--- src/core/branch_inc_or_pkg.sv ---
// Purpose: shared constants for the jump / increment / OR execution slice
// Assumes: 12-bit instruction word, 8-bit data path, 12-bit program counter
// Notes: opcode match values are compared against masked instruction bits
package branch_inc_or_pkg;
  localparam int INSTR_W = 12;
  localparam int DATA_W = 8;
  localparam int COUNTER_W = 12;
  localparam int ADDR_W = 5;
  // opcode fields
  localparam logic [2:0] OP_JUMP = 3'h5;        // top three bits 101
  localparam logic [5:0] OP_INC = 6'h0A;        // 0010 10
  localparam logic [5:0] OP_INC_SKIP = 6'h0F;   // 0011 11
  localparam logic [5:0] OP_OR_REG = 6'h04;     // 0001 00
  localparam logic [3:0] OP_OR_LIT = 4'hD;      // 1101
  localparam int DEST_BIT = 5;
  localparam int JUMP_K_W = 9;
  // status register bit positions
  localparam int ST_CARRY = 0;
  localparam int ST_DIGIT = 1;
  localparam int ST_ZERO = 2;
  localparam int ST_PAGE_LO = 5;
  localparam int ST_PAGE_HI = 7;
  localparam logic [DATA_W-1:0] ONE = 8'h01;
  localparam logic [DATA_W-1:0] ZERO_DATA = 8'h00;
  localparam logic [COUNTER_W-1:0] COUNTER_RESET = 12'hFFF;
  localparam logic [INSTR_W-1:0] NOP_WORD = 12'h000;
endpackage

--- src/core/branch_inc_or_exec.sv ---
// Purpose: decode and execute jump, increment, increment-skip and OR instructions
// Assumes: fileData is the read value of the register addressed by instr[4:0], same cycle
// Notes: other opcodes execute as no-operation here; the program counter advances by one
//
// Summary of operation
// - opcode top bits 101 is an always-taken jump lasting two cycles with no flag change.
// - the jump loads its 9-bit immediate into counter bits 8..0 and page bits into 11..9.
// - opcode 0010 10 adds one to the file register and updates carry, digit carry and zero.
// - destination bit 0 sends the result to the accumulator, 1 back to the file register.
// - opcode 0011 11 increments the file register per destination and leaves flags alone.
// - a zero increment-skip result discards the prefetched instruction and runs a no-op.
// - opcode 1101 ORs the 8-bit literal into the accumulator, touching only the zero flag.
`timescale 1ns/100ps
module branch_inc_or_exec (
  input wire logic mclk,
  input wire logic rst_n,
  input wire logic [11:0] instr,
  input wire logic [7:0] fileData,
  input wire logic [7:0] statusIn,
  output logic [4:0] fileAddr,
  output logic [7:0] fileWrData,
  output logic fileWrEn,
  output logic [7:0] accumulator,
  output logic [7:0] statusOut,
  output logic statusWrEn,
  output logic [11:0] program_counter,
  output logic flushFetch
);

  // ----------------------------------------
  // decode
  // ----------------------------------------
  typedef enum logic [1:0] {EXEC, FLUSH} phase_e;
  phase_e phase;

  logic [7:0] literal;
  logic destFile;
  logic isJump;
  logic isInc;
  logic isIncSkip;
  logic isOrReg;
  logic isOrLit;
  logic [8:0] incSum;
  logic [4:0] lowSum;
  logic [7:0] orReg;
  logic [7:0] orLit;
  logic [7:0] next_status;

  // 8-bit zero test, used for several flag and skip decisions
  function automatic logic isZero(input logic [7:0] v);
    return v == branch_inc_or_pkg::ZERO_DATA;
  endfunction

  assign literal = instr[7:0];
  assign destFile = instr[branch_inc_or_pkg::DEST_BIT];
  assign isJump = instr[11:9] == branch_inc_or_pkg::OP_JUMP;
  assign isInc = instr[11:6] == branch_inc_or_pkg::OP_INC;
  assign isIncSkip = instr[11:6] == branch_inc_or_pkg::OP_INC_SKIP;
  assign isOrReg = instr[11:6] == branch_inc_or_pkg::OP_OR_REG;
  assign isOrLit = instr[11:8] == branch_inc_or_pkg::OP_OR_LIT;

  // datapath results; digit carry comes from the low nibble sum
  assign incSum = {1'b0, fileData} + {1'b0, branch_inc_or_pkg::ONE};
  assign lowSum = {1'b0, fileData[3:0]} + 5'h01;
  assign orReg = accumulator | fileData;
  assign orLit = accumulator | literal;

  // flag update, built from the incoming status so untouched bits keep their value
  always_comb begin
    next_status = statusIn;
    if (isInc) begin
      next_status[branch_inc_or_pkg::ST_CARRY] = incSum[8];
      next_status[branch_inc_or_pkg::ST_DIGIT] = lowSum[4];
      next_status[branch_inc_or_pkg::ST_ZERO] = isZero(incSum[7:0]);
    end else if (isOrReg) begin
      next_status[branch_inc_or_pkg::ST_ZERO] = isZero(orReg);
    end else if (isOrLit) begin
      next_status[branch_inc_or_pkg::ST_ZERO] = isZero(orLit);
    end
  end

  // ----------------------------------------
  // sequencing
  // ----------------------------------------
  // flush phase turns the already-fetched word into a no-op cycle
  always_ff @(posedge mclk or negedge rst_n) begin
    if (!rst_n) begin
      phase <= EXEC;
    end else begin
      case (phase)
        EXEC: begin
          if (isJump) begin
            phase <= FLUSH;
          end else if (isIncSkip && isZero(incSum[7:0])) begin
            phase <= FLUSH;
          end
        end
        FLUSH: phase <= EXEC;
        default: phase <= EXEC;
      endcase
    end
  end

  // flush pulse tells fetch to drop its prefetched word
  always_ff @(posedge mclk or negedge rst_n) begin
    if (!rst_n) begin
      flushFetch <= 1'b0;
    end else begin
      flushFetch <= phase == EXEC && (isJump || (isIncSkip && isZero(incSum[7:0])));
    end
  end

  // program counter; the flush cycle still advances past the discarded word
  always_ff @(posedge mclk or negedge rst_n) begin
    if (!rst_n) begin
      program_counter <= branch_inc_or_pkg::COUNTER_RESET;
    end else if (phase == EXEC && isJump) begin
      program_counter <= {statusIn[branch_inc_or_pkg::ST_PAGE_HI:branch_inc_or_pkg::ST_PAGE_LO],
                          instr[8:0]};
    end else begin
      program_counter <= program_counter + 12'h001;
    end
  end

  // ----------------------------------------
  // writeback
  // ----------------------------------------
  // accumulator is only touched in an execute phase, never during a flush
  always_ff @(posedge mclk or negedge rst_n) begin
    if (!rst_n) begin
      accumulator <= branch_inc_or_pkg::ZERO_DATA;
    end else if (phase == EXEC) begin
      if (isOrLit) begin
        accumulator <= orLit;
      end else if ((isInc || isIncSkip) && !destFile) begin
        accumulator <= incSum[7:0];
      end else if (isOrReg && !destFile) begin
        accumulator <= orReg;
      end
    end
  end

  // file write strobe with data; address follows the instruction
  always_ff @(posedge mclk or negedge rst_n) begin
    if (!rst_n) begin
      fileWrEn <= 1'b0;
      fileWrData <= branch_inc_or_pkg::ZERO_DATA;
      fileAddr <= 5'h00;
    end else begin
      fileWrEn <= phase == EXEC && destFile && (isInc || isIncSkip || isOrReg);
      fileWrData <= isOrReg ? orReg : incSum[7:0];
      fileAddr <= instr[4:0];
    end
  end

  // status writes; jump and increment-skip never assert the strobe
  always_ff @(posedge mclk or negedge rst_n) begin
    if (!rst_n) begin
      statusWrEn <= 1'b0;
      statusOut <= branch_inc_or_pkg::ZERO_DATA;
    end else begin
      // no flag change on skip form
      statusWrEn <= phase == EXEC && (isInc || isOrReg || isOrLit);
      statusOut <= next_status;
    end
  end

  // ----------------------------------------
  // checks
  // ----------------------------------------
  jump_two_cycles_a: assert property (@(posedge mclk) disable iff (!rst_n)
    phase == EXEC && isJump |=> phase == FLUSH && flushFetch && !statusWrEn)
    else $error("jump did not take a second cycle");
  jump_target_a: assert property (@(posedge mclk) disable iff (!rst_n)
    phase == EXEC && isJump |=> program_counter == {$past(statusIn[7:5]), $past(instr[8:0])})
    else $error("jump target wrong");
  inc_value_a: assert property (@(posedge mclk) disable iff (!rst_n)
    phase == EXEC && isInc |=> statusWrEn && statusOut[2] == ($past(fileData) == 8'hFF))
    else $error("increment zero flag wrong");
  dest_select_a: assert property (@(posedge mclk) disable iff (!rst_n)
    phase == EXEC && (isInc || isOrReg) |=> fileWrEn == $past(destFile))
    else $error("destination select wrong");
  skip_no_flags_a: assert property (@(posedge mclk) disable iff (!rst_n)
    phase == EXEC && isIncSkip |=> !statusWrEn)
    else $error("increment-skip changed flags");
  skip_flush_a: assert property (@(posedge mclk) disable iff (!rst_n)
    phase == EXEC && isIncSkip && fileData == 8'hFF |=> flushFetch ##1 !flushFetch)
    else $error("skip did not discard prefetched word");
  or_literal_a: assert property (@(posedge mclk) disable iff (!rst_n)
    phase == EXEC && isOrLit |=> accumulator == ($past(accumulator) | $past(instr[7:0])))
    else $error("literal OR result wrong");
  or_reg_a: assert property (@(posedge mclk) disable iff (!rst_n)
    phase == EXEC && isOrReg && destFile |=> fileWrData == ($past(accumulator) | $past(fileData)))
    else $error("register OR result wrong");
  // carry flags checked one by one, so a broken carry chain cannot hide behind the zero flag
  inc_carry_a: assert property (@(posedge mclk) disable iff (!rst_n)
    phase == EXEC && isInc |=>
      statusOut[branch_inc_or_pkg::ST_CARRY] == ($past(fileData) == 8'hFF) &&
      statusOut[branch_inc_or_pkg::ST_DIGIT] == ($past(fileData[3:0]) == 4'hF))
    else $error("increment carry flags wrong");
  skip_dest_a: assert property (@(posedge mclk) disable iff (!rst_n)
    phase == EXEC && isIncSkip |=>
      fileWrEn == $past(destFile) && fileWrData == $past(fileData) + 8'h01)
    else $error("increment-skip result or destination wrong");
  // the discarded slot may only step the counter, nothing else
  flush_quiet_a: assert property (@(posedge mclk) disable iff (!rst_n)
    phase == FLUSH |=> !fileWrEn && !statusWrEn && !flushFetch
      && accumulator == $past(accumulator))
    else $error("discarded slot changed state");
  flush_advance_a: assert property (@(posedge mclk) disable iff (!rst_n)
    phase == FLUSH |=> program_counter == $past(program_counter) + 12'h001)
    else $error("counter did not step past discarded word");
  or_lit_zero_a: assert property (@(posedge mclk) disable iff (!rst_n)
    phase == EXEC && isOrLit |=> statusWrEn
      && statusOut[branch_inc_or_pkg::ST_ZERO] == (accumulator == 8'h00))
    else $error("literal OR zero flag wrong");

endmodule

--- config.mk ---
export PLATFORM = sky130hd
export DESIGN_NAME = branch_inc_or_exec
export DESIGN_NICKNAME = d
export VERILOG_FILES = /design/src/core/branch_inc_or_pkg.sv /design/src/core/branch_inc_or_exec.sv
export SDC_FILE = /design/constraint.sdc
export NUM_CORES = 1
export LEC_CHECK = 0
export BUFFER_PORTS_ARGS = -buffer_cell sky130_fd_sc_hd__buf_2
export CORE_MARGIN = 1.5
export CORE_UTILIZATION = 50
export DETAILED_ROUTE_END_ITERATION = 6
export PLACE_DENSITY = 0.79
export SYNTH_ARGS = -nofsm -noshare
export SYNTH_HDL_FRONTEND = slang
export SYNTH_SLANG_ARGS = --single-unit
export TNS_END_PERCENT = 10
--- constraint.sdc ---
create_clock -name mclk -period 2.66 [get_ports mclk]
set_clock_uncertainty 0.2 [all_clocks]
set_input_delay 0.266 -clock mclk [delete_from_list [all_inputs] [get_ports mclk]]
set_output_delay 0.266 -clock mclk [all_outputs]
set_load 0.005 [all_outputs]
* Yosys cells after proc, flatten, opt, wreduce, memory -nomap -nowiden
Cells that the tools add are included.
** Word-level totals
- Output and inout bits :: 44
- Flip-flop bits (word level) :: 46
- Bits of input ports :: 30
** Operators by class
- Equal/unequal tests :: 6
- Bitwise logic cells :: 2
- Multiplexer cells :: 12
- Add/subtract/negate cells :: 3
- Reduce and logical (&&, ||, !) cells :: 20
** Operators with widths (number)
- two-way mux 8 bit :: 4
- zero test 8 bit :: 3
- bitwise OR 8 bit :: 2
- adder 12 x 1 -> 12 bit (second input constant) :: 1
- == test 6 x 4 -> 1 bit (second input constant) :: 2
- two-way mux 12 bit :: 1
- adder 8 x 1 -> 9 bit (second input constant) :: 1
- logical AND 1 bit :: 8
- two-way mux 2 bit :: 4
- == test 6 x 3 -> 1 bit (second input constant) :: 1
- adder 4 x 1 -> 5 bit (second input constant) :: 1
- logical OR 1 bit :: 5
- == test 4 bit (second input constant) :: 1
- == test 3 bit (second input constant) :: 1
- two-way mux 1 bit :: 3
- != test 3 bit (second input constant) :: 1
- nonzero test 3 bit :: 1
- zero test 2 bit :: 1
- AND reduction 2 bit :: 1
- zero test 1 bit :: 1

* Longest topological paths before layout
Gate-level depths: netlist of run 1.
- Depth in word-level cells :: 6
- Gate-level depth with buffers :: 7
- Depth with buffers taken out :: 6

* Worst setup path after synthesis of run 1
Ideal clock, no wire load.
- Path kind :: input-to-reg
- From :: input instr[9]
- To :: register accumulator[7]
- Path buffers :: 0
- Setup slack :: 644 ps
- Library setup time :: 132 ps
- Arrival :: 1683 ps
- Cell stages on the path :: 5
- Path through :: or4b_4 or4_4 o22a_1 a21oi_2 a31oi_1
** Between the ends
- Word-level cells in the longest chain between the ends :: 5
- Elaborated cells on any way between the ends :: 11
- Those cells by class :: eq/ne: 4; mux: 2; reduce/logical: 5
** Ends and longest elaborated chain
- from (decl) :: RTL line branch_inc_or_exec.sv:17 : input wire logic [11:0] instr,
- == test 6 x 4 -> 1 bit, on equally long branches :: RTL line branch_inc_or_exec.sv:57, branch_inc_or_exec.sv:58
- logical OR 1 bit :: RTL line branch_inc_or_exec.sv:135 : end else if ((isInc || isIncSkip) && !destFile) begin
- logical AND 1 bit :: RTL line branch_inc_or_exec.sv:135
- nonzero test 3 bit (no source line) or two-way mux 8 bit (tied branches)
- AND reduction 2 bit (no source line) or two-way mux 8 bit (tied branches)
- to (signal assigned) :: RTL line branch_inc_or_exec.sv:134 : accumulator <= orLit;
- to (signal assigned) :: RTL line branch_inc_or_exec.sv:136 : accumulator <= incSum[7:0];
- to (signal assigned) :: RTL line branch_inc_or_exec.sv:138 : accumulator <= orReg;
- to (decl) :: RTL line branch_inc_or_exec.sv:23 : output logic [7:0] accumulator,
Parallel ways exist; a longest one is shown, timed or not.
A chain may end at the register's enable or synchronous reset.

* Final worst setup path of run 1
- From :: register phase[0]
- To :: register accumulator[7]
** Between the ends
- Word-level cells in the longest chain between the ends :: 2
** Ends and longest elaborated chain
- from (decl) :: RTL line branch_inc_or_exec.sv:34 : phase_e phase;
- from (signal assigned) :: RTL line branch_inc_or_exec.sv:88 : phase <= EXEC;
- from (signal assigned) :: RTL line branch_inc_or_exec.sv:93 : phase <= FLUSH;
- from (signal assigned) :: RTL line branch_inc_or_exec.sv:95 : phase <= FLUSH;
- zero test 2 bit :: RTL line branch_inc_or_exec.sv:132 : end else if (phase == EXEC) begin
- AND reduction 2 bit (no source line)
- to (signal assigned) :: RTL line branch_inc_or_exec.sv:131 : accumulator <= branch_inc_or_pkg::ZERO_DATA;
- to (signal assigned) :: RTL line branch_inc_or_exec.sv:134
- to (signal assigned) :: RTL line branch_inc_or_exec.sv:136
Every way passes these cells.

==> summary.txt, run 1 <==
========================================================================================================
Run status                                                                                  finished clean
Antenna violations before repair                                                                       0
Total of endpoints with negative setup slack in the final report                                       0
Setup slack after placement                                                                     0.425 ns
Number of antenna repair diodes                                                                        0
Die boundary height                                                                              70.6 um
Arrival time worst endpoint                                                                      2.05 ns
Required time of the critical path                                                               2.64 ns
Predominant post-synthesis flop cell                                                        sky130_fd_sc_hd__dfrtp_1
Number of iterations in the first detailed-routing pass                                                4
Launch instance of the worst register-to-register path                                          phase[0]
Most common cell after layout, fill and taps aside                                          sky130_fd_sc_hd__buf_2
Area of the die                                                                              0.00498 mm2
FMAX                                                                                             483 MHz
Utilization after layout                                                                           66.3%
Latest clock arrival within the worst-skew pair                                                  0.30 ns
CTS root buf                                                                                sky130_fd_sc_hd__clkbuf_8
Final Total Pwr                                                                                  1.79 mW
Floorplan Core Area                                                                          0.00438 mm2
Final critical-path share of the clock period                                                      77.9%
Initial core utilization                                                                           52.1%
Post-CTS clock slew at the launch and capture registers of the worst setup and hold paths        0.08 ns
Setup tns final                                                                                     0 ns
Final wirelength                                                                                 5.44 mm
Vias                                                                                                2018
Top cells by area, synth                                                                    sky130_fd_sc_hd__dfrtp_1, sky130_fd_sc_hd__dfstp_2, sky130_fd_sc_hd__nand2_1
HPWL reported at the end of detailed placement                                                   3.76 mm
Synth Instances                                                                                      223
Worst setup path endpoint                                                                   accumulator[7]
Critical path type                                                                          flip-flop to flip-flop
TritonCTS buffer count                                                                                 5
Total global routing track utilization                                                             21.8%
Yosys top cell by area                                                                      sky130_fd_sc_hd__dfrtp_1
End of the worst register-to-register path                                                  accumulator[7]
Pin count of the biggest net entering global routing                                                  46
Vias per inst                                                                                       5.59
Final hold vios                                                                                        0
Critical-path maximum fanout                                                                           8
Remaining routing DRC violations                                                                       0
Highest ir drop seen on vdd                                                                   0.000435 V
Area share of the largest cell type after synthesis                                                36.2%
Leakage power                                                                                    1.25 nW
Count of boundary I/O pins                                                                            74
Buffers added on ports                                                                                73
Cell-by-cell trace of the critical path                                                     or2_2 > or4_4 > o22a_1 > a21oi_2 > a31oi_1
Setup slack after layout                                                                        0.589 ns
Relative max-transition margin                                                                     35.1%
Average footprint of a synthesized cell                                                         10.2 um2
CTS sink count                                                                                        45
Vias in the first global route                                                                      1836
Depth of the most critical reg-to-reg path                                                             5
Nets                                                                                                 340
Number of pins exceeding their max-slew limit in the final report                                      0
CTS tree                                                                                            done
Post-DRT Antenna Nets                                                                                  0
Wire length of the first global-routing pass                                                     8.71 mm
Synth Cell Area                                                                              0.00228 mm2
Commonest non-fill, non-tap cells in the layout                                             sky130_fd_sc_hd__buf_2, sky130_fd_sc_hd__dfrtp_1, sky130_fd_sc_hd__nand2_1
Reported max-cap violation count                                                                       0
Type of the tightest min-delay check                                                        input port to flip-flop
Post-synthesis net count                                                                             255
Longest individual stage delay on the worst path                                                 0.52 ns
Unrepaired setup endpoints after global routing                                                       no
Filler cells                                                                                         343
Category of the worst setup path capture point                                                 flip-flop
Synthesized flop and latch total                                                                      45
Number of synthesized flops with an enable pin                                                         0
Transition at the pin with the smallest max-transition slack                                    0.973 ns
Critical path launch point type                                                                flip-flop
Tmin final                                                                                       2.07 ns
Die extent in x                                                                                  70.6 um
Setup crit start                                                                                phase[0]
Clock Tree Buf Depth                                                                                   2
Count of different cell masters after synthesis                                                       48
Setup slack, reg-to-reg                                                                          0.59 ns
Share of synthesized area occupied by flip-flops and latches                                       50.0%
P per Cell Area                                                                               616 mW/mm2
Placer Congestion                                                                                  0.853
Async SR Flop Fraction                                                                              100%
Overflow left after global routing                                                                     0
P&R area growth vs syn                                                                             27.4%
Wire length per cell                                                                             15.1 um
Master of the slowest instance on the critical path                                         sky130_fd_sc_hd__dfrtp_1
CTS H-tree lvls                                                                                        2
Layout cell share with drive strength beyond 1                                                     37.5%
DRC violation total after the first TritonRoute iteration                                            155
Yosys warns                                                                                            0
Number of rows in the core area                                                                       24
========================================================================================================
flip-flops by register name, indices dropped and copies added (netlist names):
name / flops
program_counter: 12
fileWrData: 8
statusOut: 8
phase: 1
fileAddr: 5
flushFetch: 1
statusWrEn: 1
fileWrEn: 1
accumulator: 8
routing by layer:
layer / GRT usage (%) / wire [um] / vias to the layer above
met4: 6.08 / 54 / 0
met5: 0 / 0 / -
li1: - / - / 973
met2: 36.6 / 2820 / 71
met3: 3.99 / 313 / 7
met1: 29.4 / 2250 / 967
cells in the mapped netlist, types with 3 or more instances:
master / n
sky130_fd_sc_hd__and3_1: 4
sky130_fd_sc_hd__o31ai_1: 4
sky130_fd_sc_hd__xor2_1: 7
sky130_fd_sc_hd__mux2i_1: 3
sky130_fd_sc_hd__clkbuf_1: 7
sky130_fd_sc_hd__or2_2: 4
sky130_fd_sc_hd__nor2_1: 9
sky130_fd_sc_hd__nand3_1: 6
sky130_fd_sc_hd__nand4_1: 4
sky130_fd_sc_hd__dfrtp_1: 33
sky130_fd_sc_hd__o21ai_0: 15
sky130_fd_sc_hd__dfstp_2: 12
sky130_fd_sc_hd__nand2_1: 30
sky130_fd_sc_hd__xnor2_1: 10
sky130_fd_sc_hd__a21oi_2: 3
sky130_fd_sc_hd__a211oi_1: 4
sky130_fd_sc_hd__nor3_1: 3
sky130_fd_sc_hd__a31oi_1: 4
sky130_fd_sc_hd__nor4_1: 5
sky130_fd_sc_hd__a21oi_1: 16
sky130_fd_sc_hd__inv_1: 3
kinds of logic after synthesis:
group           share of synthesized area, %
compound gates                          16.9
xor+xnor                                6.52
fa+ha+maj                               1.10
buf+inv                                 3.56
flops                                   50.0
mux                                     2.30
simple gates                            19.6
stage by stage:
step | instance area [um2] | cells | hold WS, ns
5_1_grt | 2910 | 361 | 0.0512
4_1_cts | 2910 | 361 | 0.0308
3_3_place_gp | 2680 | 340 | 0.178
6_report | 2910 | 361 | 0.0332
2_1_floorplan | 2280 | 223 | -0.230
3_5_place_dp | 2680 | 340 | 0.181
worst max-delay path: cells and delay by family, from the launching register on:
kind            cells  cell delay [ns]
simple gates        2             0.83
flops               1             0.52
compound gates      3             0.40
timing repair:
action / in CTS / in global routing
hold endpoints to repair: 48 / 0
resized for setup: 0 / 0
buffers inserted: 0 / 0
hold buffers: 13 / 0
area by class of cell:
class / count / area (um2) / area share (%)
Sequential cell: 45 / 1140 / 39.3
Multi-Input combinational cell: 164 / 1070 / 37.0
Tap cell: 52 / 65.1 / 2.24
Inverter: 3 / 11.3 / 0.387
Timing Repair Buffer: 89 / 518 / 17.8
Clock buffer: 6 / 82.6 / 2.84
Clock inverter: 2 / 13.8 / 0.474
report_power, final:
group	internal [mW]	leakage (nW)	switching, mW
combinational	0.210	0.691	0.194
sequential	0.838	0.504	0.102
clock	0.211	0.0512	0.235
how the worst min path moves through the flow:
stage | startpoint | endpoint | slack [ns] | cells after the start
2_1_floorplan | rst_n | accumulator[0] | -0.23 | 0
6_report | instr[8] | program_counter[8] | 0.03 | 3
4_1_cts | instr[8] | program_counter[8] | 0.03 | 3
3_3_place_gp | statusIn[4] | statusOut[4] | 0.18 | 1
5_1_grt | instr[8] | program_counter[8] | 0.05 | 3
3_5_place_dp | statusIn[3] | statusOut[3] | 0.18 | 1
Note: power is estimated with default switching activity, not from simulation.
==> inputs of run 2 (changes only) <==
Settings changed: CORE_UTILIZATION 50 to 45, PLACE_DENSITY 0.79 to 0.75.
Clock period 2.66 ns to 1.9 ns, I/O delays scaled along.
==> summary.txt, run 2 (same netlist as run 1, synthesis figures left out) <==
========================================================================================================
Run status                                                                                  finished clean
Setup slack, reg-to-reg                                                                           0.1 ns
End of the worst register-to-register path                                                  accumulator[3]
Arrival time worst endpoint                                                                      1.85 ns
Number of rows in the core area                                                                       25
Number of pins exceeding their max-slew limit in the final report                                      0
Post-CTS clock slew at the launch and capture registers of the worst setup and hold paths        0.08 ns
Number of iterations in the first detailed-routing pass                                                5
Cell class contributing the biggest share of worst-path delay                               buffers and inverters
DRC violation total after the first TritonRoute iteration                                            114
Setup fix buffers added after clock tree synthesis                                                     0
Min Hold Slack                                                                                 0.0178 ns
Remaining routing DRC violations                                                                       0
Utilization after layout                                                                           66.3%
Die extent in x                                                                                  74.2 um
Most common cell after layout, fill and taps aside                                          sky130_fd_sc_hd__buf_2
Post-DRT Antenna Nets                                                                                  0
CTS H-tree lvls                                                                                        2
Transition at the pin with the smallest max-transition slack                                    0.513 ns
CTS root buf                                                                                sky130_fd_sc_hd__clkbuf_8
Clock Tree Buf Depth                                                                                   2
CTS tree                                                                                            done
Relative max-transition margin                                                                     65.8%
Required time of the critical path                                                               1.95 ns
Tmin final                                                                                       1.80 ns
Count of boundary I/O pins                                                                            74
Buffers plus inverters on the worst setup path                                                         3
Total of endpoints with negative setup slack in the final report                                       0
FMAX                                                                                             554 MHz
TritonCTS buffer count                                                                                 5
Depth of the most critical reg-to-reg path                                                             5
Buffers added on ports                                                                                73
Vias per inst                                                                                       5.23
Initial core utilization                                                                           47.4%
Critical path type                                                                          input port to flip-flop
Filler cells                                                                                         406
Number of antenna repair diodes                                                                        0
P&R area growth vs syn                                                                             40.0%
Launch instance of the worst register-to-register path                                          phase[0]
Overflow left after global routing                                                                     0
Reported max-cap violation count                                                                       0
Area of the die                                                                              0.00551 mm2
Total global routing track utilization                                                             22.2%
Final critical-path share of the clock period                                                      94.9%
Final hold vios                                                                                        0
Number of placed instances with taps included                                                        371
Cell-by-cell trace of the critical path                                                     dlygate4sd3_1 > buf_2 > nand3_1 > nor2_1 > nand2_1 > o21ai_0 > dlygate4sd3_1
Die boundary height                                                                              74.2 um
Most flops, register                                                                        program_counter
Category of the worst setup path capture point                                                 flip-flop
Highest ir drop seen on vdd                                                                   0.000542 V
Post-route insts no fill                                                                             399
Master of the slowest instance on the critical path                                         sky130_fd_sc_hd__dlygate4sd3_1
Final Total Pwr                                                                                  2.82 mW
Largest register FFs                                                                                  12
Wire length of the first global-routing pass                                                     9.29 mm
Longest individual stage delay on the worst path                                                 0.56 ns
Critical-path maximum fanout                                                                           8
HPWL reported at the end of detailed placement                                                   4.27 mm
Pin count of the biggest net entering global routing                                                  25
Latest clock arrival within the worst-skew pair                                                  0.31 ns
Vias                                                                                                2088
Nets                                                                                                 363
Antenna violations before repair                                                                       0
Wire length per cell                                                                             14.9 um
Commonest non-fill, non-tap cells in the layout                                             sky130_fd_sc_hd__buf_2, sky130_fd_sc_hd__dfrtp_1, sky130_fd_sc_hd__nand2_1
Number of stages on the worst setup path                                                               7
Min-Delay Startpoint                                                                         fileData[6]
P per Cell Area                                                                               884 mW/mm2
Top cell by count, worst path                                                               sky130_fd_sc_hd__dlygate4sd3_1
Setup tns final                                                                                     0 ns
Floorplan Core Area                                                                          0.00482 mm2
Type of the tightest min-delay check                                                        input port to flip-flop
Number of stages on the worst hold path                                                                2
Critical path launch point type                                                               input port
Worst Hold Endpoint                                                                         fileWrData[6]
Final wirelength                                                                                 5.95 mm
CTS sink count                                                                                        45
Placer Congestion                                                                                  0.878
Leakage power                                                                                    1.37 nW
Unrepaired setup endpoints after global routing                                                       no
Layout cell share with drive strength beyond 1                                                     41.6%
Vias in the first global route                                                                      1963
========================================================================================================
-- run 2: cell types whose count changed in the layout (fill, tap and decap cells not counted), sizes merged --
cell and delta:
clkinv -2, clkbuf -1, bufinv +2, dlygate4sd3 +7
buf +16, inv +1
-- run 2: through the flow --
step | setup slack (ns) | area [um2]
finish | 0.0964 | 3200
global placement | -0.188 | 2830
detailed placement | -0.224 | 2830
CTS | 0.0105 | 3170
global route | 0.00400 | 3200
floorplan | -0.0396 | 2280
-- run 2: power by group --
part	switching [mW]	internal, mW	leakage (nW)
sequential	0.151	1.17	0.504
clock	0.352	0.529	0.0687
combinational	0.286	0.332	0.798
-- run 2: cell type report --
| type | count | area (um2) | share of cell area (%) |
|---|---|---|---|
| flip-flops and latches | 45 | 1140 | 35.7 |
| multi-input cells | 164 | 1100 | 34.5 |
| repair buffers | 112 | 721 | 22.6 |
| well taps | 67 | 83.8 | 2.62 |
| clock buffers | 5 | 68.8 | 2.15 |
| clock inverters | 3 | 68.8 | 2.15 |
| inverters | 3 | 11.3 | 0.352 |
-- run 2: routing by layer --
layer | global-route usage (%) | vias to the layer above | share of wire, %
met5 | 0 | - | 0
met4 | 9.09 | 0 | 1.8
met3 | 3.93 | 11 | 4.8
met2 | 35.1 | 66 | 50
met1 | 30.2 | 995 | 43
li1 | - | 1016 | -
-- run 2: worst register-to-register path, cell delays in order (launching register included) --
cell and delay (ns):
sky130_fd_sc_hd__dfrtp_1 0.38, sky130_fd_sc_hd__or2_4 0.25, sky130_fd_sc_hd__or4_4 0.45, sky130_fd_sc_hd__o221ai_4 0.17, sky130_fd_sc_hd__a21oi_1 0.15, sky130_fd_sc_hd__a21oi_1 0.12
-- run 2: how the worst max path moves through the flow --
stage                          endpoint               start  slack, ns
CTS                 program_counter[10]  program_counter[0]       0.01
finish                     statusOut[0]         fileData[4]        0.1
detailed placement       accumulator[7]            instr[9]      -0.22
global route               statusOut[0]         fileData[4]      0.004
global placement         accumulator[7]            instr[9]      -0.19
floorplan                accumulator[7]            instr[9]      -0.04
-- run 2: repair_timing --
action | CTS | global route
hold buffers | 20 | 0
setup endpoints to repair | 0 | 8
resized for setup | 0 | 9
hold endpoints to repair | 47 | 0
==> inputs of run 3 (changes only) <==
Settings changed: PLACE_DENSITY 0.75 to 0.85.
==> summary.txt, run 3 (same netlist as run 1, synthesis figures left out) <==
========================================================================================================
Sw Ratio                                                                                           30.8%
Largest register FFs                                                                                  12
Number of antenna repair diodes                                                                        0
Post-Layout Inst Area                                                                        0.00314 mm2
P&R area growth vs syn                                                                             37.4%
Die boundary height                                                                              74.2 um
Layout cell share with drive strength beyond 1                                                     41.4%
Global routing met3 resource utilization                                                           4.74%
Pint                                                                                             1.77 mW
Min Hold Slack                                                                                 0.0194 ns
Commonest non-fill, non-tap cells in the layout                                             sky130_fd_sc_hd__buf_2, sky130_fd_sc_hd__dfrtp_1, sky130_fd_sc_hd__nand2_1
Critical path type                                                                          input port to flip-flop
Highest ir drop seen on vdd                                                                   0.000523 V
Longest individual stage delay on the worst path                                                 0.56 ns
P per Cell Area                                                                               814 mW/mm2
Transition at the pin with the smallest max-transition slack                                    0.542 ns
Number of rows in the core area                                                                       25
Relative max-transition margin                                                                     63.9%
HPWL reported at the end of detailed placement                                                   4.45 mm
Vias in the first global route                                                                      2119
Wire length of the first global-routing pass                                                     10.3 mm
GR met2 Demand/Resource                                                                            40.5%
Post-route insts no fill                                                                             400
Final critical-path share of the clock period                                                      97.0%
Vias per inst                                                                                       5.30
Number of iterations in the first detailed-routing pass                                                5
Grt met1 use                                                                                       31.9%
Setup fix buffers added after clock tree synthesis                                                     0
Buffers added on ports                                                                                73
Overflow left after global routing                                                                     0
Run status                                                                                  finished clean
Critical-path maximum fanout                                                                           8
Filler cells                                                                                         400
Arrival time worst endpoint                                                                      1.88 ns
Type of the tightest min-delay check                                                        input port to flip-flop
DRC violation total after the first TritonRoute iteration                                            148
FMAX                                                                                             543 MHz
Setup crit start                                                                             fileData[4]
Placer Congestion                                                                                  0.915
Required time of the critical path                                                               1.94 ns
Number of pins exceeding their max-slew limit in the final report                                      0
GRT busiest layer                                                                                   met2
Antenna violations before repair                                                                       0
Total global routing track utilization                                                             24.7%
TritonCTS buffer count                                                                                 5
Critical path launch point type                                                               input port
Remaining routing DRC violations                                                                       0
Final wirelength                                                                                 6.21 mm
Top cell by count, worst path                                                               sky130_fd_sc_hd__dlygate4sd3_1
Wire length per cell                                                                             15.5 um
Die extent in x                                                                                  74.2 um
Min-Delay Startpoint                                                                         fileData[6]
Post-DRT Antenna Nets                                                                                  0
Setup tns final                                                                                     0 ns
Tmin final                                                                                       1.84 ns
Placed standard-cell area                                                                    0.00283 mm2
Category of the worst setup path capture point                                                 flip-flop
Most common cell after layout, fill and taps aside                                          sky130_fd_sc_hd__buf_2
Final Total Pwr                                                                                  2.55 mW
Floorplan Core Area                                                                          0.00482 mm2
Pin count of the biggest net entering global routing                                                  25
Count of boundary I/O pins                                                                            74
Most flops, register                                                                        program_counter
Nets                                                                                                 364
CTS sink count                                                                                        45
Reported max-cap violation count                                                                       0
Unrepaired setup endpoints after global routing                                                      yes
Area of the die                                                                              0.00551 mm2
Clock group share of total power                                                                   22.7%
Total of endpoints with negative setup slack in the final report                                       0
Clock Tree Buf Depth                                                                                   2
Share of power burned in registers                                                                 52.1%
Latest clock arrival within the worst-skew pair                                                  0.30 ns
Vias                                                                                                2118
CTS H-tree lvls                                                                                        2
Leakage power                                                                                    1.35 nW
Number of placed instances with taps included                                                        373
Initial core utilization                                                                           47.4%
Post-CTS clock slew at the launch and capture registers of the worst setup and hold paths        0.08 ns
CTS root buf                                                                                sky130_fd_sc_hd__clkbuf_8
Final hold vios                                                                                        0
CTS tree                                                                                            done
Master of the slowest instance on the critical path                                         sky130_fd_sc_hd__dlygate4sd3_1
Launch instance of the worst register-to-register path                                          phase[0]
Combinational share of power                                                                       25.1%
Reported net switching power                                                                    0.785 mW
Cell-by-cell trace of the critical path                                                     dlygate4sd3_1 > clkbuf_4 > nand3_1 > nor2_1 > nand2_1 > o21ai_0 > dlygate4sd3_1
========================================================================================================
run 3: cell types whose count changed in the layout (fill, tap and decap cells not counted), sizes merged:
cell | previous run | this run
bufinv | 2 | 0
clkinv | 0 | 2
inv | 4 | 3
buf | 92 | 93
dlygate4sd3 | 20 | 19
clkbuf | 5 | 7
run 3: power by group through the flow:
| stage | Clock (mW) | Sequential, mW | Combinational, mW |
|---|---|---|---|
| 2_1_floorplan | 0 | 1.33 | 0.269 |
| 3_3_place_gp | 0 | 1.32 | 0.563 |
| 3_5_place_dp | 0 | 1.33 | 0.593 |
| 4_1_cts | 0.591 | 1.31 | 0.627 |
| 5_1_grt | 0.623 | 1.35 | 0.711 |
| 6_report | 0.581 | 1.33 | 0.642 |
run 3: layout make-up:
| class | count | area [um2] | area share (%) |
|---|---|---|---|
| tap | 67 | 83.8 | 2.67 |
| sequential | 45 | 1140 | 36.4 |
| clock buffer | 6 | 72.6 | 2.31 |
| clock inverter | 2 | 10.0 | 0.319 |
| timing repair buffer | 113 | 716 | 22.8 |
| inverter | 3 | 11.3 | 0.359 |
| multi-input combinational | 164 | 1100 | 35.1 |
run 3: final timing paths:
check | slack, ns | endpoint | cells past startpoint
worst max-delay path | 0.06 | statusOut[0] | 7
worst min-delay path | 0.02 | fileWrData[6] | 2
worst max register to register | 0.08 | accumulator[7] | 5
worst min register to register | 0.40 | program_counter[11] | 2
max in group asynchronous | 0.70 | fileWrData[5] | 3
min in group asynchronous | 0.20 | fileAddr[1] | 2
run 3: through the flow:
step	utilization (%)	setup slack, ns
floorplan	-	-0.0396
global placement	58.8	-0.186
detailed placement	58.8	-0.231
CTS	64.5	0.0237
global route	65.1	-0.0299
finish	65.1	0.0577
run 3: worst max-delay path: cells and delay by family:
kind,cells,cell delay [ns]
AOI/OAI and AO/OA,1,0.14
buffers and inverters,3,1.27
and+or+nand+nor,3,0.29
run 3: per-layer routing:
layer	routed length (um)	share of wire (%)
met1	2620	42
met2	3190	51
met3	274	4.4
met4	121	1.9
met5	0	0
run 3: repair_timing:
item,CTS,global route
setup endpoints to repair,0,15
resized for setup,0,11
hold buffers,19,0
hold endpoints to repair,35,0
